===== src/pmpl_pkg.sv =====
// package: constants, register map and state types of the power management pin logic
`default_nettype none
package pmpl_pkg;
    // clock and hard reset stretch
    localparam int unsigned CLK_FREQ_HZ          = 40_000_000;
    localparam int unsigned HARD_RESET_TIME_US   = 1000;
    localparam int unsigned HARD_RESET_CYCLES    =
        (CLK_FREQ_HZ / 1_000_000) * HARD_RESET_TIME_US;

    // register byte offsets
    localparam logic [7:0] OFS_CTRL       = 8'h00;
    localparam logic [7:0] OFS_NATIVE     = 8'h04;
    localparam logic [7:0] OFS_GPIO_OUT   = 8'h08;
    localparam logic [7:0] OFS_SLEEP      = 8'h0C;
    localparam logic [7:0] OFS_RESET_CTRL = 8'h10;
    localparam logic [7:0] OFS_PM_STATUS  = 8'h14;
    localparam logic [7:0] OFS_INT_STATUS = 8'h18;
    localparam logic [7:0] OFS_INT_CLEAR  = 8'h1C;
    localparam logic [7:0] OFS_INT_ENABLE = 8'h20;
    localparam logic [7:0] OFS_PIN_STATUS = 8'h24;

    // control register fields
    localparam int CTRL_SMI_EN     = 0;
    localparam int CTRL_BM_FLAG_EN = 1;
    localparam int CTRL_BM_SYNC_EN = 2;
    localparam int CTRL_DEEP_EN    = 3;
    localparam int CTRL_BATT_ONLY  = 4;
    localparam int CTRL_DRAM_REL   = 5;
    localparam int CTRL_W          = 6;

    // pin select fields, shared by native and gpio output registers
    localparam int PIN_VID0 = 0;
    localparam int PIN_VID1 = 1;
    localparam int PIN_GATE = 2;
    localparam int PIN_PLT  = 3;
    localparam int MUX_W    = 4;

    // synchronised input vector
    localparam int IN_LOWBAT = 0;
    localparam int IN_BUSY   = 1;
    localparam int IN_AC     = 2;
    localparam int IN_PG     = 3;
    localparam int IN_WAKE   = 4;
    localparam int IN_W      = 5;

    // event bits of interrupt status, clear and enable
    localparam int EV_LOWBAT  = 0;
    localparam int EV_BUSY    = 1;
    localparam int EV_BLOCKED = 2;
    localparam int EV_WAKE    = 3;
    localparam int EV_PG_LOST = 4;
    localparam int EV_W       = 5;

    localparam int RST_CTRL_HARD = 1;
    localparam int PMS_BM_FLAG   = 0;

    // reset values
    localparam logic [CTRL_W-1:0] CTRL_RST   = 6'h00;
    localparam logic [MUX_W-1:0]  NATIVE_RST = 4'hF;
    localparam logic [MUX_W-1:0]  GPIO_RST   = 4'h0;
    localparam logic [EV_W-1:0]   EV_RST     = 5'h00;

    typedef enum logic [1:0] {PMPL_S0, PMPL_S3, PMPL_S4, PMPL_S5} pmpl_sleep_t;

    typedef struct packed {
        logic [CTRL_W-1:0] ctrl;
        logic [MUX_W-1:0]  native;
        logic [MUX_W-1:0]  gpio_out;
        pmpl_sleep_t       sleep;
        logic              bm_flag;
        logic [EV_W-1:0]   int_sts;
        logic [EV_W-1:0]   int_en;
        logic              bat_low_q;
        logic              busy_q;
        logic              wake_q;
        logic              pg_q;
        logic              ack;
        logic [31:0]       rdata;
        logic              vid0;
        logic              vid1;
        logic              gate_n;
        logic              plt_n;
        logic              dram_n;
        logic              dram_oe;
        logic              sync;
        logic              smi_n;
        logic              irq;
        logic              wake;
        logic              deep;
    } pmpl_state_t;

    localparam pmpl_state_t STATE_RST = '{
        ctrl: CTRL_RST, native: NATIVE_RST, gpio_out: GPIO_RST, sleep: PMPL_S0,
        bm_flag: 1'b0, int_sts: EV_RST, int_en: EV_RST,
        bat_low_q: 1'b0, busy_q: 1'b0, wake_q: 1'b0, pg_q: 1'b0,
        ack: 1'b0, rdata: 32'h0000_0000,
        vid0: 1'b1, vid1: 1'b1, gate_n: 1'b1, plt_n: 1'b0,
        dram_n: 1'b0, dram_oe: 1'b1, sync: 1'b0, smi_n: 1'b1,
        irq: 1'b0, wake: 1'b0, deep: 1'b0};
endpackage
`default_nettype wire


===== src/pmpl_pulse.sv =====
// retriggerable pulse stretcher, busy for exactly CYCLES clocks after start
`default_nettype none
module pmpl_pulse #(
    parameter int unsigned CYCLES = 40000
) (
    input  wire logic clk_i,
    input  wire logic rst_i,
    input  wire logic start_i,
    output logic      busy_o
);
    localparam int CW = $clog2(CYCLES + 1);

    typedef struct packed {
        logic [CW-1:0] cnt;
        logic          busy;
    } pmpl_pulse_t;

    pmpl_pulse_t s;
    pmpl_pulse_t next_s;

    always_comb begin
        next_s = s;
        if (start_i) begin
            next_s.cnt = CW'(CYCLES);
        end else if (s.cnt != '0) begin
            next_s.cnt = s.cnt - CW'(1);
        end
        next_s.busy = (next_s.cnt != '0);
    end

    always_ff @(posedge clk_i) begin
        if (rst_i) begin
            s <= '{cnt: '0, busy: 1'b0};
        end else begin
            s <= next_s;
        end
    end

    assign busy_o = s.busy;
endmodule // pmpl_pulse
`default_nettype wire


===== src/pmpl_sync.sv =====
// two flip-flop synchroniser for asynchronous pin inputs
`default_nettype none
module pmpl_sync #(
    parameter int          WIDTH = 1,
    parameter logic [31:0] INIT  = 32'h0000_0000
) (
    input  wire logic             clk_i,
    input  wire logic             rst_i,
    input  wire logic [WIDTH-1:0] async_i,
    output logic      [WIDTH-1:0] sync_o
);
    typedef struct packed {
        logic [WIDTH-1:0] meta;
        logic [WIDTH-1:0] stable;
    } pmpl_sync_t;

    pmpl_sync_t s;
    pmpl_sync_t next_s;

    always_comb begin
        next_s        = s;
        next_s.meta   = async_i;
        next_s.stable = s.meta;
    end

    always_ff @(posedge clk_i) begin
        if (rst_i) begin
            s <= '{meta: INIT[WIDTH-1:0], stable: INIT[WIDTH-1:0]};
        end else begin
            s <= next_s;
        end
    end

    assign sync_o = s.stable;
endmodule // pmpl_sync
`default_nettype wire


===== src/pmpl_top.sv =====
// power management pin logic: wishbone registers, pin muxing, wake gating, resets
`default_nettype none
// Notes on behaviour
// (RQ1) battery low blocks any wake from S3, S4 or S5
// (RQ2) an enable lets battery low assertion raise the system management interrupt
// (RQ3) if enabled, bus activity assertion sets the bus master status flag
// (RQ4) if enabled, bus activity is forwarded on the pm sync line
// (RQ5) native mode drives both core voltage id outputs high only
// (RQ6) native mode never drives the external power gate output low
// (RQ7) deep sleep from S4/S5 may be limited to battery operation via ac present
// (RQ8) active-low open-drain dram reset holds memory in reset while low
// (RQ9) platform reset asserted whenever core power good is negated
// (RQ10) software hard reset holds platform reset active at least 1 ms
// (RQ11) multiplexed pins carry their function only in native mode, else gpio
module pmpl_top
    import pmpl_pkg::*;
#(
    parameter int unsigned HARD_CYCLES = HARD_RESET_CYCLES
) (
    input  wire logic        clk_i,
    input  wire logic        rst_i,
    input  wire logic        wb_cyc_i,
    input  wire logic        wb_stb_i,
    input  wire logic        wb_we_i,
    input  wire logic [7:0]  wb_adr_i,
    input  wire logic [3:0]  wb_sel_i,
    input  wire logic [31:0] wb_dat_i,
    output logic      [31:0] wb_dat_o,
    output logic             wb_ack_o,
    input  wire logic        battery_low_n_i,
    input  wire logic        bus_activity_n_i,
    input  wire logic        ac_power_present_i,
    input  wire logic        core_power_good_i,
    input  wire logic        wake_request_i,
    output logic             core_voltage_id_bit0_o,
    output logic             core_voltage_id_bit1_o,
    output logic             external_gate_n_o,
    output logic             platform_reset_n_o,
    output logic             dram_reset_n_o,
    output logic             dram_reset_oe_o,
    output logic             pm_sync_line_o,
    output logic             system_mgmt_interrupt_n_o,
    output logic             irq_o,
    output logic             wake_o,
    output logic             deep_sleep_state_o
);
    pmpl_state_t     s;
    pmpl_state_t     next_s;
    logic [IN_W-1:0] pin_raw;
    logic [IN_W-1:0] pin_q;
    logic            bat_low;
    logic            bus_active;
    logic            ac_present;
    logic            power_good;
    logic            wake_req;
    logic            bat_low_rise;
    logic            busy_rise;
    logic            wake_rise;
    logic            pg_fall;
    logic            wr;
    logic            rd;
    logic            hard_start;
    logic            hard_busy;
    logic [EV_W-1:0] int_clr;
    logic            bm_clr;
    logic [EV_W-1:0] events;
    logic            sleeping;
    logic            wake_refused;

    // idle levels: battery fine, bus idle, power good low until the rails settle
    assign pin_raw = {wake_request_i, core_power_good_i, ac_power_present_i,
                      ~bus_activity_n_i, ~battery_low_n_i};

    pmpl_sync #(
        .WIDTH (IN_W),
        .INIT  (32'h0000_0000)
    ) u_sync (
        .clk_i   (clk_i),
        .rst_i   (rst_i),
        .async_i (pin_raw),
        .sync_o  (pin_q)
    );

    assign bat_low    = pin_q[IN_LOWBAT];
    assign bus_active = pin_q[IN_BUSY];
    assign ac_present = pin_q[IN_AC];
    assign power_good = pin_q[IN_PG];
    assign wake_req   = pin_q[IN_WAKE];

    assign bat_low_rise = bat_low & ~s.bat_low_q;
    assign busy_rise    = bus_active & ~s.busy_q;
    assign wake_rise    = wake_req & ~s.wake_q;
    assign pg_fall      = ~power_good & s.pg_q;

    // a write or read takes effect in the cycle the ack is raised
    assign wr = wb_cyc_i & wb_stb_i & ~s.ack & wb_we_i & wb_sel_i[0];
    assign rd = wb_cyc_i & wb_stb_i & ~s.ack & ~wb_we_i;

    assign hard_start = wr & (wb_adr_i == OFS_RESET_CTRL) & wb_dat_i[RST_CTRL_HARD];
    assign int_clr    = (wr & (wb_adr_i == OFS_INT_CLEAR)) ? wb_dat_i[EV_W-1:0] : EV_RST;
    assign bm_clr     = wr & (wb_adr_i == OFS_PM_STATUS) & wb_dat_i[PMS_BM_FLAG];

    assign sleeping     = (s.sleep != PMPL_S0);
    assign wake_refused = wake_rise & sleeping & bat_low; // [RQ1]

    assign events = {pg_fall,
                     wake_rise & sleeping & ~bat_low,
                     wake_refused,
                     busy_rise,
                     bat_low_rise};

    pmpl_pulse #(
        .CYCLES (HARD_CYCLES)
    ) u_hard (
        .clk_i   (clk_i),
        .rst_i   (rst_i),
        .start_i (hard_start),
        .busy_o  (hard_busy)
    );

    always_comb begin
        next_s       = s;
        next_s.ack   = wb_cyc_i & wb_stb_i & ~s.ack;
        next_s.rdata = 32'h0000_0000;
        next_s.wake  = 1'b0;

        if (wr) begin
            case (wb_adr_i)
                OFS_CTRL:       next_s.ctrl     = wb_dat_i[CTRL_W-1:0];
                OFS_NATIVE:     next_s.native   = wb_dat_i[MUX_W-1:0];
                OFS_GPIO_OUT:   next_s.gpio_out = wb_dat_i[MUX_W-1:0];
                OFS_SLEEP:      next_s.sleep    = pmpl_sleep_t'(wb_dat_i[1:0]);
                OFS_INT_ENABLE: next_s.int_en   = wb_dat_i[EV_W-1:0];
                default:        next_s.ctrl     = s.ctrl;
            endcase
        end

        // unmapped and write-only addresses read as zero
        if (rd) begin
            case (wb_adr_i)
                OFS_CTRL:       next_s.rdata = {26'h0, s.ctrl};
                OFS_NATIVE:     next_s.rdata = {28'h0, s.native};
                OFS_GPIO_OUT:   next_s.rdata = {28'h0, s.gpio_out};
                OFS_SLEEP:      next_s.rdata = {30'h0, s.sleep};
                OFS_RESET_CTRL: next_s.rdata = {30'h0, hard_busy, 1'b0};
                OFS_PM_STATUS:  next_s.rdata = {31'h0, s.bm_flag};
                OFS_INT_STATUS: next_s.rdata = {27'h0, s.int_sts};
                OFS_INT_ENABLE: next_s.rdata = {27'h0, s.int_en};
                OFS_PIN_STATUS: next_s.rdata = {25'h0, s.deep, s.plt_n, pin_q};
                default:        next_s.rdata = 32'h0000_0000;
            endcase
        end

        next_s.bat_low_q = bat_low;
        next_s.busy_q    = bus_active;
        next_s.wake_q    = wake_req;
        next_s.pg_q      = power_good;

        // sticky flags: a new event wins over a clear in the same cycle
        next_s.int_sts = (s.int_sts & ~int_clr) | events;
        next_s.bm_flag = (s.bm_flag & ~bm_clr)
                       | (busy_rise & s.ctrl[CTRL_BM_FLAG_EN]); // [RQ3]

        // a wake that is let through beats a same-cycle software sleep write
        if (wake_rise && sleeping && !bat_low) begin // [RQ1]
            next_s.sleep = PMPL_S0;
            next_s.wake  = 1'b1;
        end

        next_s.vid0   = s.native[PIN_VID0] | s.gpio_out[PIN_VID0]; // [RQ5] [RQ11]
        next_s.vid1   = s.native[PIN_VID1] | s.gpio_out[PIN_VID1]; // [RQ5] [RQ11]
        next_s.gate_n = s.native[PIN_GATE] | s.gpio_out[PIN_GATE]; // [RQ6] [RQ11]
        // power good comes through the synchroniser, so reset lags its fall by 3 clocks
        next_s.plt_n  = s.native[PIN_PLT] ? (power_good & ~hard_busy)
                                          : s.gpio_out[PIN_PLT]; // [RQ9] [RQ10] [RQ11]

        next_s.dram_n  = 1'b0;
        next_s.dram_oe = ~s.ctrl[CTRL_DRAM_REL]; // [RQ8]

        next_s.sync  = s.ctrl[CTRL_BM_SYNC_EN] & bus_active; // [RQ4]
        next_s.smi_n = ~(s.ctrl[CTRL_SMI_EN] & next_s.int_sts[EV_LOWBAT]); // [RQ2]
        next_s.irq   = |(next_s.int_sts & s.int_en);
        next_s.deep  = s.ctrl[CTRL_DEEP_EN]
                     & ((s.sleep == PMPL_S4) | (s.sleep == PMPL_S5))
                     & ~(s.ctrl[CTRL_BATT_ONLY] & ac_present); // [RQ7]
    end

    always_ff @(posedge clk_i) begin
        if (rst_i) begin
            s <= STATE_RST;
        end else begin
            s <= next_s;
        end
    end

    assign wb_dat_o                  = s.rdata;
    assign wb_ack_o                  = s.ack;
    assign core_voltage_id_bit0_o    = s.vid0;
    assign core_voltage_id_bit1_o    = s.vid1;
    assign external_gate_n_o         = s.gate_n;
    assign platform_reset_n_o        = s.plt_n;
    assign dram_reset_n_o            = s.dram_n;
    assign dram_reset_oe_o           = s.dram_oe;
    assign pm_sync_line_o            = s.sync;
    assign system_mgmt_interrupt_n_o = s.smi_n;
    assign irq_o                     = s.irq;
    assign wake_o                    = s.wake;
    assign deep_sleep_state_o        = s.deep;

    // checks
    property p_wake_block;
        @(posedge clk_i) disable iff (rst_i)
        wake_refused |=> (!wake_o && s.int_sts[EV_BLOCKED] && s.sleep != PMPL_S0);
    endproperty
    a_wake_block: assert property (p_wake_block) else $error("wake let through on low battery"); // [RQ1]

    property p_smi;
        @(posedge clk_i) disable iff (rst_i)
        (bat_low_rise && s.ctrl[CTRL_SMI_EN]) |=> !system_mgmt_interrupt_n_o;
    endproperty
    a_smi: assert property (p_smi) else $error("battery low did not raise smi"); // [RQ2]

    property p_bm_flag;
        @(posedge clk_i) disable iff (rst_i)
        (busy_rise && s.ctrl[CTRL_BM_FLAG_EN]) |=> s.bm_flag;
    endproperty
    a_bm_flag: assert property (p_bm_flag) else $error("bus master flag not set"); // [RQ3]

    property p_sync;
        @(posedge clk_i) disable iff (rst_i)
        ##1 (pm_sync_line_o == $past(s.ctrl[CTRL_BM_SYNC_EN] && bus_active));
    endproperty
    a_sync: assert property (p_sync) else $error("sync line does not follow bus activity"); // [RQ4]

    property p_vid;
        @(posedge clk_i) disable iff (rst_i)
        (s.native[PIN_VID0] && s.native[PIN_VID1])
            |=> (core_voltage_id_bit0_o && core_voltage_id_bit1_o);
    endproperty
    a_vid: assert property (p_vid) else $error("voltage id low in native mode"); // [RQ5]

    property p_gate;
        @(posedge clk_i) disable iff (rst_i)
        s.native[PIN_GATE] |=> external_gate_n_o;
    endproperty
    a_gate: assert property (p_gate) else $error("power gate driven low in native mode"); // [RQ6]

    property p_deep;
        @(posedge clk_i) disable iff (rst_i)
        (s.ctrl[CTRL_BATT_ONLY] && ac_present) |=> !deep_sleep_state_o;
    endproperty
    a_deep: assert property (p_deep) else $error("deep sleep entered on ac power"); // [RQ7]

    property p_dram;
        @(posedge clk_i) disable iff (rst_i)
        !s.ctrl[CTRL_DRAM_REL] |=> (dram_reset_oe_o && !dram_reset_n_o);
    endproperty
    a_dram: assert property (p_dram) else $error("dram reset released while held"); // [RQ8]

    property p_power_good;
        @(posedge clk_i) disable iff (rst_i)
        (!power_good && s.native[PIN_PLT]) |=> !platform_reset_n_o;
    endproperty
    a_power_good: assert property (p_power_good) else $error("no platform reset on power fail"); // [RQ9]

    property p_hard;
        @(posedge clk_i) disable iff (rst_i)
        (hard_start && s.native[PIN_PLT]) ##1 s.native[PIN_PLT]
            |=> (!platform_reset_n_o && hard_busy) [*8];
    endproperty
    a_hard: assert property (p_hard) else $error("hard reset not held"); // [RQ10]

    property p_gpio_mux;
        @(posedge clk_i) disable iff (rst_i)
        !s.native[PIN_PLT] |=> (platform_reset_n_o == $past(s.gpio_out[PIN_PLT]));
    endproperty
    a_gpio_mux: assert property (p_gpio_mux) else $error("gpio pin not following output"); // [RQ11]

    c_wake: cover property (@(posedge clk_i) disable iff (rst_i) wake_o);
    c_refused: cover property (@(posedge clk_i) disable iff (rst_i) wake_refused);
    c_hard: cover property (@(posedge clk_i) disable iff (rst_i) hard_start ##2 hard_busy);
    c_smi: cover property (@(posedge clk_i) disable iff (rst_i) !system_mgmt_interrupt_n_o);
endmodule // pmpl_top
`default_nettype wire

===== config.mk =====
export PLATFORM = sky130hd
export DESIGN_NAME = pmpl_top
export DESIGN_NICKNAME = d
export VERILOG_FILES = /design/src/pmpl_pkg.sv /design/src/pmpl_pulse.sv /design/src/pmpl_sync.sv /design/src/pmpl_top.sv
export SDC_FILE = /design/constraint.sdc
export NUM_CORES = 1
export LEC_CHECK = 0
export BUFFER_PORTS_ARGS = -buffer_cell sky130_fd_sc_hd__buf_4
export CORE_ASPECT_RATIO = 1.5
export CORE_MARGIN = 8
export CORE_UTILIZATION = 35
export DETAILED_ROUTE_END_ITERATION = 8
export SLEW_MARGIN = 20
export SYNTH_ARGS = -nofsm -noshare
export SYNTH_HDL_FRONTEND = slang
export SYNTH_SLANG_ARGS = --single-unit

===== constraint.sdc =====
create_clock -name clk_i -period 3.3 [get_ports clk_i]
set_clock_uncertainty 0.1 [all_clocks]
set_input_delay 0.825 -clock clk_i [delete_from_list [all_inputs] [get_ports clk_i]]
set_output_delay 0.825 -clock clk_i [all_outputs]
set_load 0.02 [all_outputs]

==> impl_metrics.py <==
metrics = {
    "clocking": {
        "path_clk_slew_ns": 0.06,
        "cts_tree": "yes",
        "cts_root_buf": "clkbuf_16",
        "post_cts_buffers": 0,
        "clockBufferDepth": 2,
        "insertion_delay_ns": 0.33,
        "numCtsBuffers": 9,
        "holdBufCountCts": 0,
        "cts_sinks": 76,
        "cts_resized": 0,
        "htree_levels": 3,
    },
    "run": {
        "max-cap-violations": 0,
    },
    "drt": {
        "vias_per_cell": 5.21,
        "drt_first_pass_iters": 4,
        "drc": 0,
        "vias": 2793,
        "ant_nets": 0,
        "post_drt_wl_per_cell_um": 15.9,
        "wl_um": 8500,
        "first_iter_violations": 136,
    },
    "pwr": {
        "vdd_drop_max_mv": 0.419,
        "power.switching_mw": 1.02,
        "p_clk_frac": 0.317,
        "power_density_nw_per_um2": 725,
        "switching_share": 0.348,
        "total_leakage_power_nw": 1.59,
        "intPower_mw": 1.92,
        "comb_power_share": 0.304,
        "seqPwrFrac": 0.379,
        "p_total_mw": 2.94,
    },
    "timing": {
        "tightest_slew_ns": 0.680,
        "setup_viol": 0,
        "finalHoldViolations": 0,
        "period_share": 0.844,
        "finalMaxSlewViolations": 0,
        "fin_hold_ws_ns": 0.319,
        "fmax_mhz": 359,
        "slew-limit-headroom": 0.543,
        "rsz0062_at_grt": "false",
        "final.min_clock_period_ns": 2.79,
        "setup_tns_ns": 0,
    },
    "worst_setup_path": {
        "critPathBufInv": 1,
        "critPathSlowestCell": "or4b_2",
        "crit_fanout": 7,
        "cp-start-kind": "input port",
        "crit_cells": 7,
        "cp.required_ns": 3.46,
        "worstSetupStartpoint": "wb_adr_i[5]",
        "r2r_setup_slack_ns": 0.74,
        "worst_setup_path_end_kind": "flip-flop",
        "critical_path.max_stage_delay_ns": 0.74,
        "endpoint": "u_hard.busy_o",
        "r2r-start": "u_hard.s[1]",
        "r2r_cells": 8,
        "reg2reg_to": "u_hard.busy_o",
        "crit_path_frequent_cell": "and3_1",
        "critical_path_arrival_ns": 2.95,
        "critical_path_class": "input port to flip-flop",
        "cp_top_family": "simple AND/OR/NAND/NOR gates",
        "crit_path_cell_trace": "buf_4, or4b_2, nor3_1, nand3_1, and3_1, and3_1, a31oi_1",
    },
    "global_route": {
        "grt_max_degree": 58,
        "track_usage": 0.128,
        "grt_pass1_wl_um": 14100,
        "grt_overflow": 0,
        "antenna_found_initial": 0,
        "grt_pass1_vias": 2864,
    },
    "synthesis": {
        "yosysMostFrequentCell": "dfxtp_1",
        "synth_top_area_share": 0.437,
        "synth_warnings": 0,
        "syn_area_per_cell_um2": 9.15,
        "synth-seq-cells": 76,
        "postSynthCellCount": 380,
        "yosys-top-cells-count": "76 x dfxtp_1, 44 x nor2_1, 33 x buf_4, 28 x nor2b_1",
        "synth_flop_cell": "dfxtp_1",
        "yosys-top-cells-area": "dfxtp_1 44%, buf_4 7.1%, mux2i_1 5.5%",
        "syn_area_um2": 3480,
        "synth_async_sr_flop_share": 0,
        "yosys.cell_types.count": 55,
        "synth_edf_count": 0,
        "yosysSeqAreaShare": 0.437,
        "synth_largest_area_cell": "dfxtp_1",
    },
    "floorplan": {
        "ios": 98,
        "die_w_um": 97.4,
        "die_h_um": 138,
        "core_um2": 9690,
        "initial_core_util": 0.359,
        "rows": 44,
        "die_area_um2": 13400,
    },
    "layout": {
        "multi_input_area_um2": 1710,
        "area_growth_pct": 16.6,
        "fin_util": 0.419,
        "drive_above_1_share": 0.183,
        "fillers": 974,
        "seq_area_um2": 1520,
        "fin_cells": 536,
        "finish.net_count": 472,
        "insertedDiodeCount": 0,
    },
    "placed_design": {
        "portBuffers": 42,
        "dp_hpwl_um": 6310,
        "placedCellCount": 520,
        "place.gp.congestion": 0.857,
    },
    "hold_path": {
        "hold_class": "flip-flop to flip-flop",
        "min_path_cells": 1,
    },
    "outcome": {
        "status": "finished, final reports clean",
    },
}
[power groups by stage]
stage / combinational (mW) / clock [mW] / sequential (mW)
finish: 0.894 / 0.931 / 1.12
global route: 0.993 / 0.997 / 1.13
CTS: 0.886 / 0.959 / 1.11
detailed placement: 0.881 / 0 / 1.13
global placement: 0.866 / 0 / 1.13
floorplan: 0.795 / 0 / 1.07
[final cells by class]
type	instances	area share
clock inverters	7	0.0142
multi-input cells	274	0.421
well taps	115	0.0355
flip-flops and latches	76	0.375
clock buffers	9	0.0555
repair buffers	51	0.0944
inverters	4	0.00370
[cells by family after synthesis]
| family | count (synthesis) | share of synthesized area |
|---|---|---|
| xor gates and xnor gates | 11 | 0.0277 |
| AOI/OAI and AO/OA | 59 | 0.119 |
| adders and majority gates | 2 | 0.00719 |
| buffers and inverters | 55 | 0.0982 |
| muxes | 19 | 0.0547 |
| and+or+nand+nor | 157 | 0.254 |
| DFF | 76 | 0.437 |
| other | 1 | 0.00108 |
[cell usage in the layout, fill, tap and decap left out, types with 9 or more instances in the layout]
cell type	synthesis	routed
xnor2_1	9	9
buf_4	33	51
nor3_1	12	12
dfxtp_1	76	76
nor2b_1	28	28
a21oi_1	19	19
clkbuf_16	0	9
nand2_1	18	18
mux2i_1	19	19
nor2_1	44	44
conb_1	1	26
nor4_1	10	10
[flip-flops by register name, summed over array words and instances, names as in the netlist, 5 cells and up]
register	flops
u_sync.sync_o	5
wb_dat_o	7
u_sync.next_s	5
u_hard.s	16
s	31
[routing by layer]
layer  vias up  share of wire  track usage
li1       1366              -            -
met1      1316           0.39        0.129
met2        87           0.51        0.220
met3        24          0.068       0.0489
met4         0          0.036       0.0729
met5         -              0            0
[stage by stage]
stage                     worst slack [ns]  area [um2]
final                                0.513        4060
after floorplan                      0.579        3570
after global placement               0.231        3770
after global routing                 0.481        4060
after detailed placement             0.216        3770
after CTS                            0.572        4060
[worst min path at each step]
stage | startpoint | to
floorplan | s[69] | system_mgmt_interrupt_n_o
global placement | s[74] | dram_reset_oe_o
detailed placement | s[74] | dram_reset_oe_o
CTS | s[74] | dram_reset_oe_o
global route | s[74] | dram_reset_oe_o
finish | s[74] | dram_reset_oe_o
No activity file was read; power rests on OpenSTA's default activity.
